## src/inc/dsfcu_map.vh

```
`ifndef DSFCU_MAP_VH
`define DSFCU_MAP_VH

// ****************************************************************
// Frame geometry
// ****************************************************************
`define DSFCU_CNT_W          6
`define DSFCU_FRAME_BITS     6'd24
`define DSFCU_CRC_FRAME_BITS 6'd32
`define DSFCU_CRC_POLY       8'h07
`define DSFCU_RW_BIT         23
`define DSFCU_ADDR_MSB       22
`define DSFCU_ADDR_LSB       16
`define DSFCU_DATA_MSB       15
`define DSFCU_CRC_MSB        7

// ****************************************************************
// Register addresses
// ****************************************************************
`define DSFCU_ADDR_NOP       7'h00
`define DSFCU_ADDR_RESET     7'h01
`define DSFCU_ADDR_RSTCFG    7'h02
`define DSFCU_ADDR_SELECT    7'h03
`define DSFCU_ADDR_CONFIG    7'h04
`define DSFCU_ADDR_DATA      7'h05
`define DSFCU_ADDR_CALEN     7'h08
`define DSFCU_ADDR_GAIN      7'h09
`define DSFCU_ADDR_OFFSET    7'h0a
`define DSFCU_ADDR_STATUS    7'h0b

// ****************************************************************
// Field positions
// ****************************************************************
`define DSFCU_SW_RST_BIT     0
`define DSFCU_POC_BIT        1
`define DSFCU_CRC_CHECK_ENABLE_BIT       3
`define DSFCU_CH_LSB         5
`define DSFCU_CLSL_LSB       9
`define DSFCU_CRE_BIT        5
`define DSFCU_CALEN_BIT      0

// ****************************************************************
// Reset and clear values
// ****************************************************************
`define DSFCU_GAIN_RST       16'h8000
`define DSFCU_GAIN_BIAS      17'h08000
`define DSFCU_CLEAR_MID      16'h8000
`define DSFCU_CLEAR_ZERO     16'h0000
`define DSFCU_CODE_MAX       19'h0ffff
`define DSFCU_SELECT_MASK    16'h1fff
`define DSFCU_PIN_IDLE       5'h0b

`endif

```

## src/design/dsfcu_crc8.v

```verilog
`timescale 1ns/1ps

// ****************************************************************
// CRC-8, MSB first, zero seed
// ****************************************************************
`include "dsfcu_map.vh"

module dsfcu_crc8 #(
    parameter DW = 32
) (
    input  wire [DW-1:0] data_in,  // Bits, oldest in the MSB
    output reg  [7:0]    crc_out   // Remainder
);
    reg     [7:0] c;
    reg           fb;
    integer       i;

    // Bitwise long division; cheap at these widths
    always @* begin
        c  = 8'h00;
        fb = 1'b0;
        for (i = DW - 1; i >= 0; i = i - 1) begin
            fb = c[7] ^ data_in[i];
            c  = {c[6:0], 1'b0} ^ (fb ? `DSFCU_CRC_POLY : 8'h00);
        end
        crc_out = c;
    end
endmodule // dsfcu_crc8

```

## src/design/dsfcu_cal.v

```verilog
`timescale 1ns/1ps

// ****************************************************************
// Per-channel gain/offset trim and clear stage
// ****************************************************************
`include "dsfcu_map.vh"

module dsfcu_cal (
    input  wire        clock_in,     // System clock
    input  wire        rst_b_in,     // Async reset, active low
    input  wire [15:0] code_in,      // Latched converter code
    input  wire [15:0] gain_in,      // Unsigned gain trim
    input  wire [15:0] offset_in,    // Signed offset trim
    input  wire        cal_en_in,    // Trim active
    input  wire        clear_in,     // Force clear code
    input  wire        clear_mid_in, // Clear to midscale
    output reg  [15:0] code_out      // Final channel code
);
    wire        [16:0] gain_eff;
    wire        [32:0] prod;
    wire        [16:0] scaled;
    wire signed [18:0] sum;
    reg         [15:0] trimmed;
    reg         [15:0] code_d;

    // Gain plus half scale, then divide by 2^16 by dropping bits (floor)
    assign gain_eff = {1'b0, gain_in} + `DSFCU_GAIN_BIAS;
    assign prod     = {17'h00000, code_in} * {16'h0000, gain_eff};
    assign scaled   = prod[32:16];
    assign sum      = $signed({2'b00, scaled}) + $signed({{3{offset_in[15]}}, offset_in});

    // Saturate so a trim cannot leave the code range
    always @* begin
        if (sum < 0) begin
            trimmed = 16'h0000;
        end else if (sum > $signed(`DSFCU_CODE_MAX)) begin
            trimmed = 16'hffff;
        end else begin
            trimmed = sum[15:0];
        end
    end

    // Clear overrides everything, with no stepping
    always @* begin
        if (clear_in) begin
            code_d = clear_mid_in ? `DSFCU_CLEAR_MID : `DSFCU_CLEAR_ZERO;
        end else if (cal_en_in) begin
            code_d = trimmed;
        end else begin
            code_d = code_in;
        end
    end

    // Registered output
    always @(posedge clock_in or negedge rst_b_in) begin
        if (!rst_b_in) begin
            code_out <= 16'h0000;
        end else begin
            code_out <= code_d;
        end
    end
endmodule // dsfcu_cal

```

## src/design/dsfcu_top.v

```verilog
`timescale 1ns/1ps

//
// Contract
// - Default frame: address byte, data word
// - Top bit set means read request
// - Readback shifts out MSB first, falling edges
// - Strobe low at frame end: update immediately
// - Strobe high: latches hold while high
// - Strobe falling later updates pending latches
// - Reset holds registers, ignores link, floats output
// - After reset, outputs keep reset values
// - Clear forces zero or midscale per channel
// - Strobe pulses ignored during clear
// - Outputs stay cleared; data registers untouched
// - Clear acts at once, no stepping
// - Enable bit turns on CRC-8 checking
// - Checked frames carry trailing CRC byte
// - Unchecked long frames use last 24 bits
// - Bad CRC: block frame, alarm, error bit
// - Error bit cleared by reset or disable
// - Calibration enabled per channel by bit
// - Output is floor of code times gain plus offset
// - Calibrated code clamped to range ends
// - Shift register commits on frame select rise
// - Extra clocks: only last bits used
//
`include "dsfcu_map.vh"

module dsfcu_top #(
    parameter NCH = 4
) (
    input  wire           clock_in,               // 25 MHz system clock
    input  wire           rst_b_in,               // Hardware reset pin, active low
    input  wire           por_b_in,               // Power-on reset, active low
    input  wire           serial_clock_in,        // Link clock pin
    input  wire           frame_sync_n_in,        // Frame select, active low
    input  wire           serial_data_in,         // Link data in
    input  wire           latch_load_strobe_n_in, // Load strobe, active low
    input  wire           clear_input_in,         // Clear, active high
    output reg            serial_data_out_out,    // Link data out
    output reg            serial_data_out_oe_out, // Link data out enable
    output wire           alarm_n_out,            // Alarm, active low
    output wire [NCH*16-1:0] channel_code_out     // Channel codes, ch0 low
);
    // ****************************************************************
    // Resets and pin synchronisers
    // ****************************************************************
    wire        rst_all_b;
    reg  [4:0]  pin_meta_q;
    reg  [4:0]  pin_sync_q;
    reg  [4:0]  pin_last_q;
    wire [4:0]  pins_raw;

    // Either reset clears the logic; only power-on clears the POWER_ON_CONDITION_BIT bit
    assign rst_all_b = rst_b_in & por_b_in;
    assign pins_raw  = {clear_input_in, latch_load_strobe_n_in, serial_data_in,
                        frame_sync_n_in, serial_clock_in};

    // Two flops per pin, then a third stage used only for edge finding
    always @(posedge clock_in or negedge rst_all_b) begin
        if (!rst_all_b) begin
            pin_meta_q <= `DSFCU_PIN_IDLE;
            pin_sync_q <= `DSFCU_PIN_IDLE;
            pin_last_q <= `DSFCU_PIN_IDLE;
        end else begin
            pin_meta_q <= pins_raw;
            pin_sync_q <= pin_meta_q;
            pin_last_q <= pin_sync_q;
        end
    end

    wire sclk_fall    = pin_last_q[0] & ~pin_sync_q[0];
    wire sync_rise    = ~pin_last_q[1] & pin_sync_q[1];
    wire sync_fall    = pin_last_q[1] & ~pin_sync_q[1];
    wire frame_active = ~pin_sync_q[1];
    wire serial_data_in_s       = pin_sync_q[2];
    wire latch_load_strobe_n_n_s     = pin_sync_q[3];
    wire latch_load_strobe_n_fall    = pin_last_q[3] & ~pin_sync_q[3];
    wire clr_s        = pin_sync_q[4];

    // ****************************************************************
    // Shift register and bit count
    // ****************************************************************
    reg  [31:0]             shift_q;
    reg  [`DSFCU_CNT_W-1:0] cnt_q;

    // Count saturates; older bits simply fall off the top
    always @(posedge clock_in or negedge rst_all_b) begin
        if (!rst_all_b) begin
            shift_q <= 32'h00000000;
            cnt_q   <= {`DSFCU_CNT_W{1'b0}};
        end else if (sync_fall) begin
            cnt_q   <= {`DSFCU_CNT_W{1'b0}};
        end else if (frame_active && sclk_fall) begin
            shift_q <= {shift_q[30:0], serial_data_in_s};
            if (cnt_q != `DSFCU_CRC_FRAME_BITS) begin
                cnt_q <= cnt_q + 1'b1;
            end
        end
    end

    // ****************************************************************
    // Frame decode and CRC check
    // ****************************************************************
    reg  [15:0] select_q;
    wire [7:0]  rx_rem;
    wire        crc_en   = select_q[`DSFCU_CRC_CHECK_ENABLE_BIT];
    wire        long_ok  = (cnt_q >= `DSFCU_CRC_FRAME_BITS);
    wire        short_ok = (cnt_q >= `DSFCU_FRAME_BITS);
    wire        crc_ok   = (rx_rem == 8'h00);

    dsfcu_crc8 #(.DW(32)) u_rx_crc (
        .data_in (shift_q),
        .crc_out (rx_rem)
    );

    // Checked frames keep the CRC low; unchecked keep only the last 24 bits
    wire [23:0] frame  = crc_en ? shift_q[31:8] : shift_q[23:0];
    wire        take   = sync_rise & (crc_en ? (long_ok & crc_ok) : short_ok);
    wire        crc_bad = sync_rise & crc_en & long_ok & ~crc_ok;
    wire        is_read = frame[`DSFCU_RW_BIT];
    wire [6:0]  addr    = frame[`DSFCU_ADDR_MSB:`DSFCU_ADDR_LSB];
    wire [15:0] wdata   = frame[`DSFCU_DATA_MSB:0];
    wire        wr      = take & ~is_read;
    wire        rd      = take & is_read;
    wire [NCH-1:0] sel_mask = select_q[`DSFCU_CH_LSB+NCH-1:`DSFCU_CH_LSB];

    // ****************************************************************
    // Register file
    // ****************************************************************
    reg  [15:0]    config_q [0:NCH-1];
    reg  [15:0]    data_q   [0:NCH-1];
    reg  [15:0]    gain_q   [0:NCH-1];
    reg  [15:0]    offset_q [0:NCH-1];
    reg  [NCH-1:0] calen_q;
    reg            poc_q;
    reg            sw_rst_q;
    reg            cre_q;
    integer        i, j, k;

    // Power-on condition survives the hardware reset pin
    always @(posedge clock_in or negedge por_b_in) begin
        if (!por_b_in) begin
            poc_q <= 1'b0;
        end else if (wr && addr == `DSFCU_ADDR_RSTCFG) begin
            poc_q <= wdata[`DSFCU_POC_BIT];
        end
    end

    // Software reset acts one cycle after the frame that asks for it
    always @(posedge clock_in or negedge rst_all_b) begin
        if (!rst_all_b) begin
            sw_rst_q <= 1'b0;
        end else begin
            sw_rst_q <= wr && (addr == `DSFCU_ADDR_RESET) && wdata[`DSFCU_SW_RST_BIT];
        end
    end

    // Error flag: set wins; drops on reset or when checking goes off
    always @(posedge clock_in or negedge rst_all_b) begin
        if (!rst_all_b) begin
            cre_q <= 1'b0;
        end else if (crc_bad) begin
            cre_q <= 1'b1;
        end else if (sw_rst_q || !crc_en) begin
            cre_q <= 1'b0;
        end
    end

    assign alarm_n_out = ~cre_q;

    // Writes hit every selected channel at once
    always @(posedge clock_in or negedge rst_all_b) begin
        if (!rst_all_b) begin
            select_q <= 16'h0000;
            calen_q  <= {NCH{1'b0}};
            for (i = 0; i < NCH; i = i + 1) begin
                config_q[i] <= 16'h0000;
                data_q[i]   <= 16'h0000;
                gain_q[i]   <= `DSFCU_GAIN_RST;
                offset_q[i] <= 16'h0000;
            end
        end else if (sw_rst_q) begin
            select_q <= 16'h0000;
            calen_q  <= {NCH{1'b0}};
            for (i = 0; i < NCH; i = i + 1) begin
                config_q[i] <= 16'h0000;
                data_q[i]   <= 16'h0000;
                gain_q[i]   <= `DSFCU_GAIN_RST;
                offset_q[i] <= 16'h0000;
            end
        end else if (wr) begin
            if (addr == `DSFCU_ADDR_SELECT) begin
                select_q <= wdata & `DSFCU_SELECT_MASK;
            end
            for (i = 0; i < NCH; i = i + 1) begin
                if (sel_mask[i]) begin
                    case (addr)
                        `DSFCU_ADDR_CONFIG: config_q[i] <= wdata;
                        `DSFCU_ADDR_DATA:   data_q[i]   <= wdata;
                        `DSFCU_ADDR_CALEN:  calen_q[i]  <= wdata[`DSFCU_CALEN_BIT];
                        `DSFCU_ADDR_GAIN:   gain_q[i]   <= wdata;
                        `DSFCU_ADDR_OFFSET: offset_q[i] <= wdata;
                        default:            calen_q[i]  <= calen_q[i];
                    endcase
                end
            end
        end
    end

    // ****************************************************************
    // Latch update and clear
    // ****************************************************************
    reg  [15:0]    latch_q [0:NCH-1];
    reg  [NCH-1:0] pending_q;
    reg  [NCH-1:0] cleared_q;
    reg  [NCH-1:0] upd;
    wire           data_wr = wr && (addr == `DSFCU_ADDR_DATA);

    // Strobe sampled at the frame end picks immediate or deferred update
    always @(posedge clock_in or negedge rst_all_b) begin
        if (!rst_all_b) begin
            pending_q <= {NCH{1'b0}};
            upd       <= {NCH{1'b0}};
            for (j = 0; j < NCH; j = j + 1) begin
                latch_q[j] <= 16'h0000;
            end
        end else if (sw_rst_q) begin
            pending_q <= {NCH{1'b0}};
            upd       <= {NCH{1'b0}};
            for (j = 0; j < NCH; j = j + 1) begin
                latch_q[j] <= 16'h0000;
            end
        end else begin
            upd <= {NCH{1'b0}};
            // Deferred copy from the input registers; blocked during clear
            if (latch_load_strobe_n_fall && !clr_s) begin
                for (j = 0; j < NCH; j = j + 1) begin
                    if (pending_q[j]) begin
                        latch_q[j] <= data_q[j];
                    end
                end
                upd       <= pending_q;
                pending_q <= {NCH{1'b0}};
            end
            if (data_wr) begin
                for (j = 0; j < NCH; j = j + 1) begin
                    if (sel_mask[j]) begin
                        if (!latch_load_strobe_n_n_s) begin
                            latch_q[j]   <= wdata;
                            upd[j]       <= 1'b1;
                            pending_q[j] <= 1'b0;
                        end else begin
                            pending_q[j] <= 1'b1;
                        end
                    end
                end
            end
        end
    end

    // Clear is sticky until fresh data lands; set wins over release
    always @(posedge clock_in or negedge rst_all_b) begin
        if (!rst_all_b) begin
            cleared_q <= {NCH{1'b0}};
        end else if (clr_s) begin
            cleared_q <= {NCH{1'b1}};
        end else begin
            cleared_q <= cleared_q & ~upd;
        end
    end

    // One trim stage per channel
    genvar g;
    generate
        for (g = 0; g < NCH; g = g + 1) begin : g_ch
            dsfcu_cal u_cal (
                .clock_in     (clock_in),
                .rst_b_in     (rst_all_b),
                .code_in      (latch_q[g]),
                .gain_in      (gain_q[g]),
                .offset_in    (offset_q[g]),
                .cal_en_in    (calen_q[g]),
                .clear_in     (cleared_q[g]),
                .clear_mid_in (select_q[`DSFCU_CLSL_LSB+g]),
                .code_out     (channel_code_out[g*16+15:g*16])
            );
        end
    endgenerate

    // ****************************************************************
    // Readback
    // ****************************************************************
    reg  [6:0]  rd_addr_q;
    reg         rd_pend_q;
    reg  [31:0] tx_q;
    reg  [15:0] rd_val;
    reg  [1:0]  rd_ch;
    wire [23:0] tx_frame = {1'b0, rd_addr_q, rd_val};
    wire [7:0]  tx_crc;

    dsfcu_crc8 #(.DW(24)) u_tx_crc (
        .data_in (tx_frame),
        .crc_out (tx_crc)
    );

    // Lowest selected channel answers per-channel reads
    always @* begin
        rd_ch = 2'd0;
        for (k = NCH - 1; k >= 0; k = k - 1) begin
            if (sel_mask[k]) begin
                rd_ch = k[1:0];
            end
        end
    end

    // Unmapped and write-only addresses read as zero
    always @* begin
        case (rd_addr_q)
            `DSFCU_ADDR_RSTCFG: rd_val = {15'h0000, poc_q} << `DSFCU_POC_BIT;
            `DSFCU_ADDR_SELECT: rd_val = select_q;
            `DSFCU_ADDR_CONFIG: rd_val = config_q[rd_ch];
            `DSFCU_ADDR_DATA:   rd_val = data_q[rd_ch];
            `DSFCU_ADDR_CALEN:  rd_val = {15'h0000, calen_q[rd_ch]};
            `DSFCU_ADDR_GAIN:   rd_val = gain_q[rd_ch];
            `DSFCU_ADDR_OFFSET: rd_val = offset_q[rd_ch];
            `DSFCU_ADDR_STATUS: rd_val = {15'h0000, cre_q} << `DSFCU_CRE_BIT;
            default:            rd_val = 16'h0000;
        endcase
    end

    // Pointer moves only on a read frame that passed all checks
    always @(posedge clock_in or negedge rst_all_b) begin
        if (!rst_all_b) begin
            rd_addr_q <= `DSFCU_ADDR_NOP;
            rd_pend_q <= 1'b0;
        end else if (rd) begin
            rd_addr_q <= addr;
            rd_pend_q <= 1'b1;
        end else if (sync_fall) begin
            rd_pend_q <= 1'b0;
        end
    end

    // Value is sampled at the next frame start, then shifted out
    always @(posedge clock_in or negedge rst_all_b) begin
        if (!rst_all_b) begin
            tx_q <= 32'h00000000;
        end else if (sync_fall) begin
            if (rd_pend_q) begin
                tx_q <= {tx_frame, crc_en ? tx_crc : 8'h00};
            end else begin
                tx_q <= 32'h00000000;
            end
        end else if (frame_active && sclk_fall) begin
            tx_q <= {tx_q[30:0], 1'b0};
        end
    end

    // Output floats outside frames and in reset
    always @(posedge clock_in or negedge rst_all_b) begin
        if (!rst_all_b) begin
            serial_data_out_out    <= 1'b0;
            serial_data_out_oe_out <= 1'b0;
        end else begin
            serial_data_out_out    <= tx_q[31];
            serial_data_out_oe_out <= frame_active;
        end
    end
endmodule // dsfcu_top

```

## config.mk

```make
export PLATFORM = sky130hd
export DESIGN_NAME = dsfcu_top
export DESIGN_NICKNAME = d
export VERILOG_FILES = /design/src/design/dsfcu_crc8.v /design/src/design/dsfcu_cal.v /design/src/design/dsfcu_top.v
export VERILOG_INCLUDE_DIRS = /design/src /design/src/inc
export SDC_FILE = /design/constraint.sdc
export NUM_CORES = 2
export LEC_CHECK = 0
export BUFFER_PORTS_ARGS = -buffer_cell sky130_fd_sc_hd__buf_2
export CORE_MARGIN = 2
export CORE_UTILIZATION = 38
export DETAILED_ROUTE_END_ITERATION = 12
export PLACE_DENSITY = 0.59
export SLEW_MARGIN = 10
export SYNTH_ARGS = -nofsm -noshare
export SYNTH_HDL_FRONTEND = slang
export SYNTH_SLANG_ARGS = --single-unit
```

## constraint.sdc

```tcl
create_clock -name clock_in -period 40.4 [get_ports clock_in]
set_clock_uncertainty 0.05 [all_clocks]
set_input_delay 4.04 -clock clock_in [delete_from_list [all_inputs] [get_ports clock_in]]
set_output_delay 4.04 -clock clock_in [all_outputs]
set_load 0.01 [all_outputs]
```

==> impl_metrics.toml <==
[outcome]
status = "finished, final reports clean"

[pwr]
pwr-share-seq_pct = 44.2
p_leak_nw = 31.86
p_int_mw = 0.8706
power.net_switching_mw = 0.3036
clockPowerShare_pct = 49.9
p_comb_share_pct = 5.9
vdd_drop_max_uv = 33.95
p_sw_share_pct = 25.85
cellPowerDensity_nw_per_um2 = 17.85

[timing]
worstMarginPinSlew_ns = 1.197
fin_crit_sh_pct = 25.23
relSlewSlack_pct = 20.09
rsz0062_at_grt = "no"
setup_ws_ns = 30.21
slew_viol_final = 0
setup-tns-final_ns = 0
clock.fmax_mhz = 98.11
period_needed_ns = 10.19
setup_violations = 0
hold_viol_final = 0

[route]
via_count = 47950
wl_per_cell_um = 21.88
drt_iter0_drc = 3800
drcViolationCount = 0
final_antenna_net_count = 0
routed_wl_um = 195100
vias_per_cell = 5.378
dr.pass1.iters = 6

[grt]
grt_pass1_vias = 49980
track_usage_pct = 24.08
antenna_found_initial = 4
grt_max_degree = 167
overflow = 0
grt_first_pass_wirelength_um = 304200

[logic_synthesis]
yosysSeqAreaShare_pct = 20.75
synth.distinct_cells = 97
synth-edff-count = 0
yosys_warnings = 0
avgSynthCellArea_um2 = 8.907
synth_area_um2 = 61470
synth_seq_cells = 509
synthCells = 6901
ys.flop_type = "dfrtp_1"
async_reset_ff_share_pct = 100.0

[worst_setup_path]
required_ns = 40.85
cp_slowest_cell = "a211oi_2"
cp-end-kind = "flop"
cp.arrival_ns = 10.65
slowest_delay_ns = 0.83
path_class = "flop to flop"
worstSetupStartpoint = "latch_q[18]$_DFF_PN0_"
r2r_start = "latch_q[18]$_DFF_PN0_"
crit_top_cell = "fa_1"
cp-start-kind = "flop"
crit_fanout = 19

[floorplan]
die_y_um = 406.2
dieWidth_um = 406.2
dieArea_um2 = 165000
core_um2 = 160600
start_util_pct = 38.28
num_rows = 147
pin_count = 75

[final_layout]
drive_gt1_share_pct = 6.559
multi_input_area_um2 = 43310
regArea_um2 = 12760
instances_no_fill = 8916
final_cell_mix = "1,268 x nand2_1, 996 x inv_1, 832 x fa_1, 494 x dfrtp_1, 474 x ha_1"
final_common_cell = "nand2_1"
final_nets = 8017
fillers = 15850
syn_to_final_growth_pct = 7.041

[clock_tree]
clk_pin_slew_ns = 0.06
root_buffer = "clkbuf_16"
numCtsBuffers = 59
holdBufCountCts = 0
cts-htree-levels = 2
clk-insertion-delay-late_ns = 0.69
cts.sinks = 509
cts_tree = "built"
cts_buffer_depth = 3
ctsResizeCount = 0
postCtsSetupRepairBufs = 0

[place]
dp_slack_ns = 30.38
dp_cells = 8801
dpl.hpwl_um = 146500
port_buffers = 74
place.gp.congestion = 1.012

[worst_hold_path]
hp-class = "flop to flop"
hold_start = "pin_meta_q[2]$_DFF_PN0_"

[flow_run]
max_cap_violations = 0
## cell type report
cell class / instances / area share [%]
multi-input combinational: 4955 / 65.82
sequential: 509 / 19.39
inverter: 998 / 5.701
tap: 2160 / 4.107
clock buffer: 80 / 2.563
timing repair buffer: 180 / 1.810
clock inverter: 32 / 0.5952
antenna: 2 / 0.007606
## per-layer routing
| metal | share of wire (%) | vias up | routed length, µm | GRT usage (%) |
|---|---|---|---|---|
| met1 | 41 | 24460 | 79760 | 31.65 |
| met4 | 4.1 | 4 | 7920 | 8.465 |
| met2 | 48 | 1737 | 93030 | 40.00 |
| li1 | - | 21390 | - | - |
| met5 | 0.014 | - | 28 | 0 |
| met3 | 7.4 | 360 | 14360 | 4.012 |
## flip-flops by register name (all words and copies together) (netlist names), 13 cells and up
signal,count
config_q,64
data_q,64
g_ch.u_cal.code_out,64
gain_q,64
latch_q,64
offset_q,64
select_q,13
shift_q,32
tx_q,32
## synthesized netlist by cell type, drive strengths merged, types with 10 or more instances
master	n	share of area, %
a211oi	34	0.43
a21o	48	0.59
a21oi	204	1.7
a221o	25	0.41
a221oi	13	0.19
a22oi	27	0.33
a311oi	56	0.80
a31oi	19	0.19
and2	433	4.4
and3	17	0.17
buf	80	0.66
clkbuf	377	2.3
dfrtp	496	20
dfstp	13	0.56
fa	832	27
ha	474	9.6
inv	997	6.1
mux2	56	1.0
mux2i	51	0.83
mux4	20	0.73
nand2	1268	7.7
nand2b	64	0.65
nand3	109	0.93
nand3b	11	0.15
nand4	11	0.11
nor2	232	1.4
nor2b	31	0.32
nor3	43	0.35
o211ai	11	0.13
o21a	34	0.42
o21ai	395	3.2
o21bai	10	0.12
o221ai	16	0.24
o22ai	19	0.19
o31ai	13	0.16
or2	20	0.20
or3	14	0.14
xnor2	143	2.1
xnor3	15	0.55
xor2	59	0.84
## power by group through the flow
| stage | Combinational, mW | Sequential (mW) | Clock, mW |
|---|---|---|---|
| after detailed placement | 0.0680 | 0.529 | 0 |
| after global routing | 0.0735 | 0.520 | 0.613 |
| after floorplan | 0.0391 | 0.527 | 0 |
| after CTS | 0.0683 | 0.519 | 0.596 |
| after global placement | 0.0673 | 0.528 | 0 |
| final | 0.0690 | 0.519 | 0.586 |
## final timing paths
check                                                             to  slack, ns  cells past startpoint
worst min-delay path                         pin_sync_q[2]$_DFF_PN0_       0.30                      0
worst max register to register  g_ch[2].u_cal.code_out[15]$_DFF_PN0_      30.21                     30
max in group asynchronous                     gain_q[13]$_DFFE_PN0P_      34.40                      4
min in group asynchronous                          poc_q$_DFFE_PN0P_       3.10                      1
worst max-delay path            g_ch[2].u_cal.code_out[15]$_DFF_PN0_      30.21                     30
worst min register to register               pin_sync_q[2]$_DFF_PN0_       0.30                      0
## cell families (layout without fill, tap and decap cells)
logic type                 Yosys count  in the layout  share of synthesized area [%]
buffers and inverters             1455           1290                          9.058
AOI/OAI and AO/OA                  995            995                          10.20
other                                2             22                        0.01222
and+or+nand+nor                   2287           2287                          17.07
muxes                              127            127                          2.589
DFF                                509            509                          20.75
adders and majority gates         1306           1306                          36.74
xor gates and xnor gates           220            220                          3.584
## stage by stage
stage	instance area (µm²)	hold WS, ns	util, %	total power, mW
after floorplan	61540	0.2812	-	0.5659
after global placement	63690	0.2849	39.67	0.5955
after detailed placement	63700	0.2847	39.67	0.5965
after CTS	65780	0.2990	40.96	1.183
after global routing	65790	0.3077	40.98	1.206
final	65800	0.2976	40.98	1.174
## critical path, delay by kind of cell, from the launching register on
kind,cells,cell delay [ns]
buffers and inverters,4,0.32
AO/OA/AOI/OAI,11,3.58
XOR/XNOR,1,0.16
AND/OR/NAND/NOR,6,1.54
adder cells (fa/ha/maj),8,3.55
flip-flops,1,0.80
No activity file was read; power rests on OpenSTA's default activity.
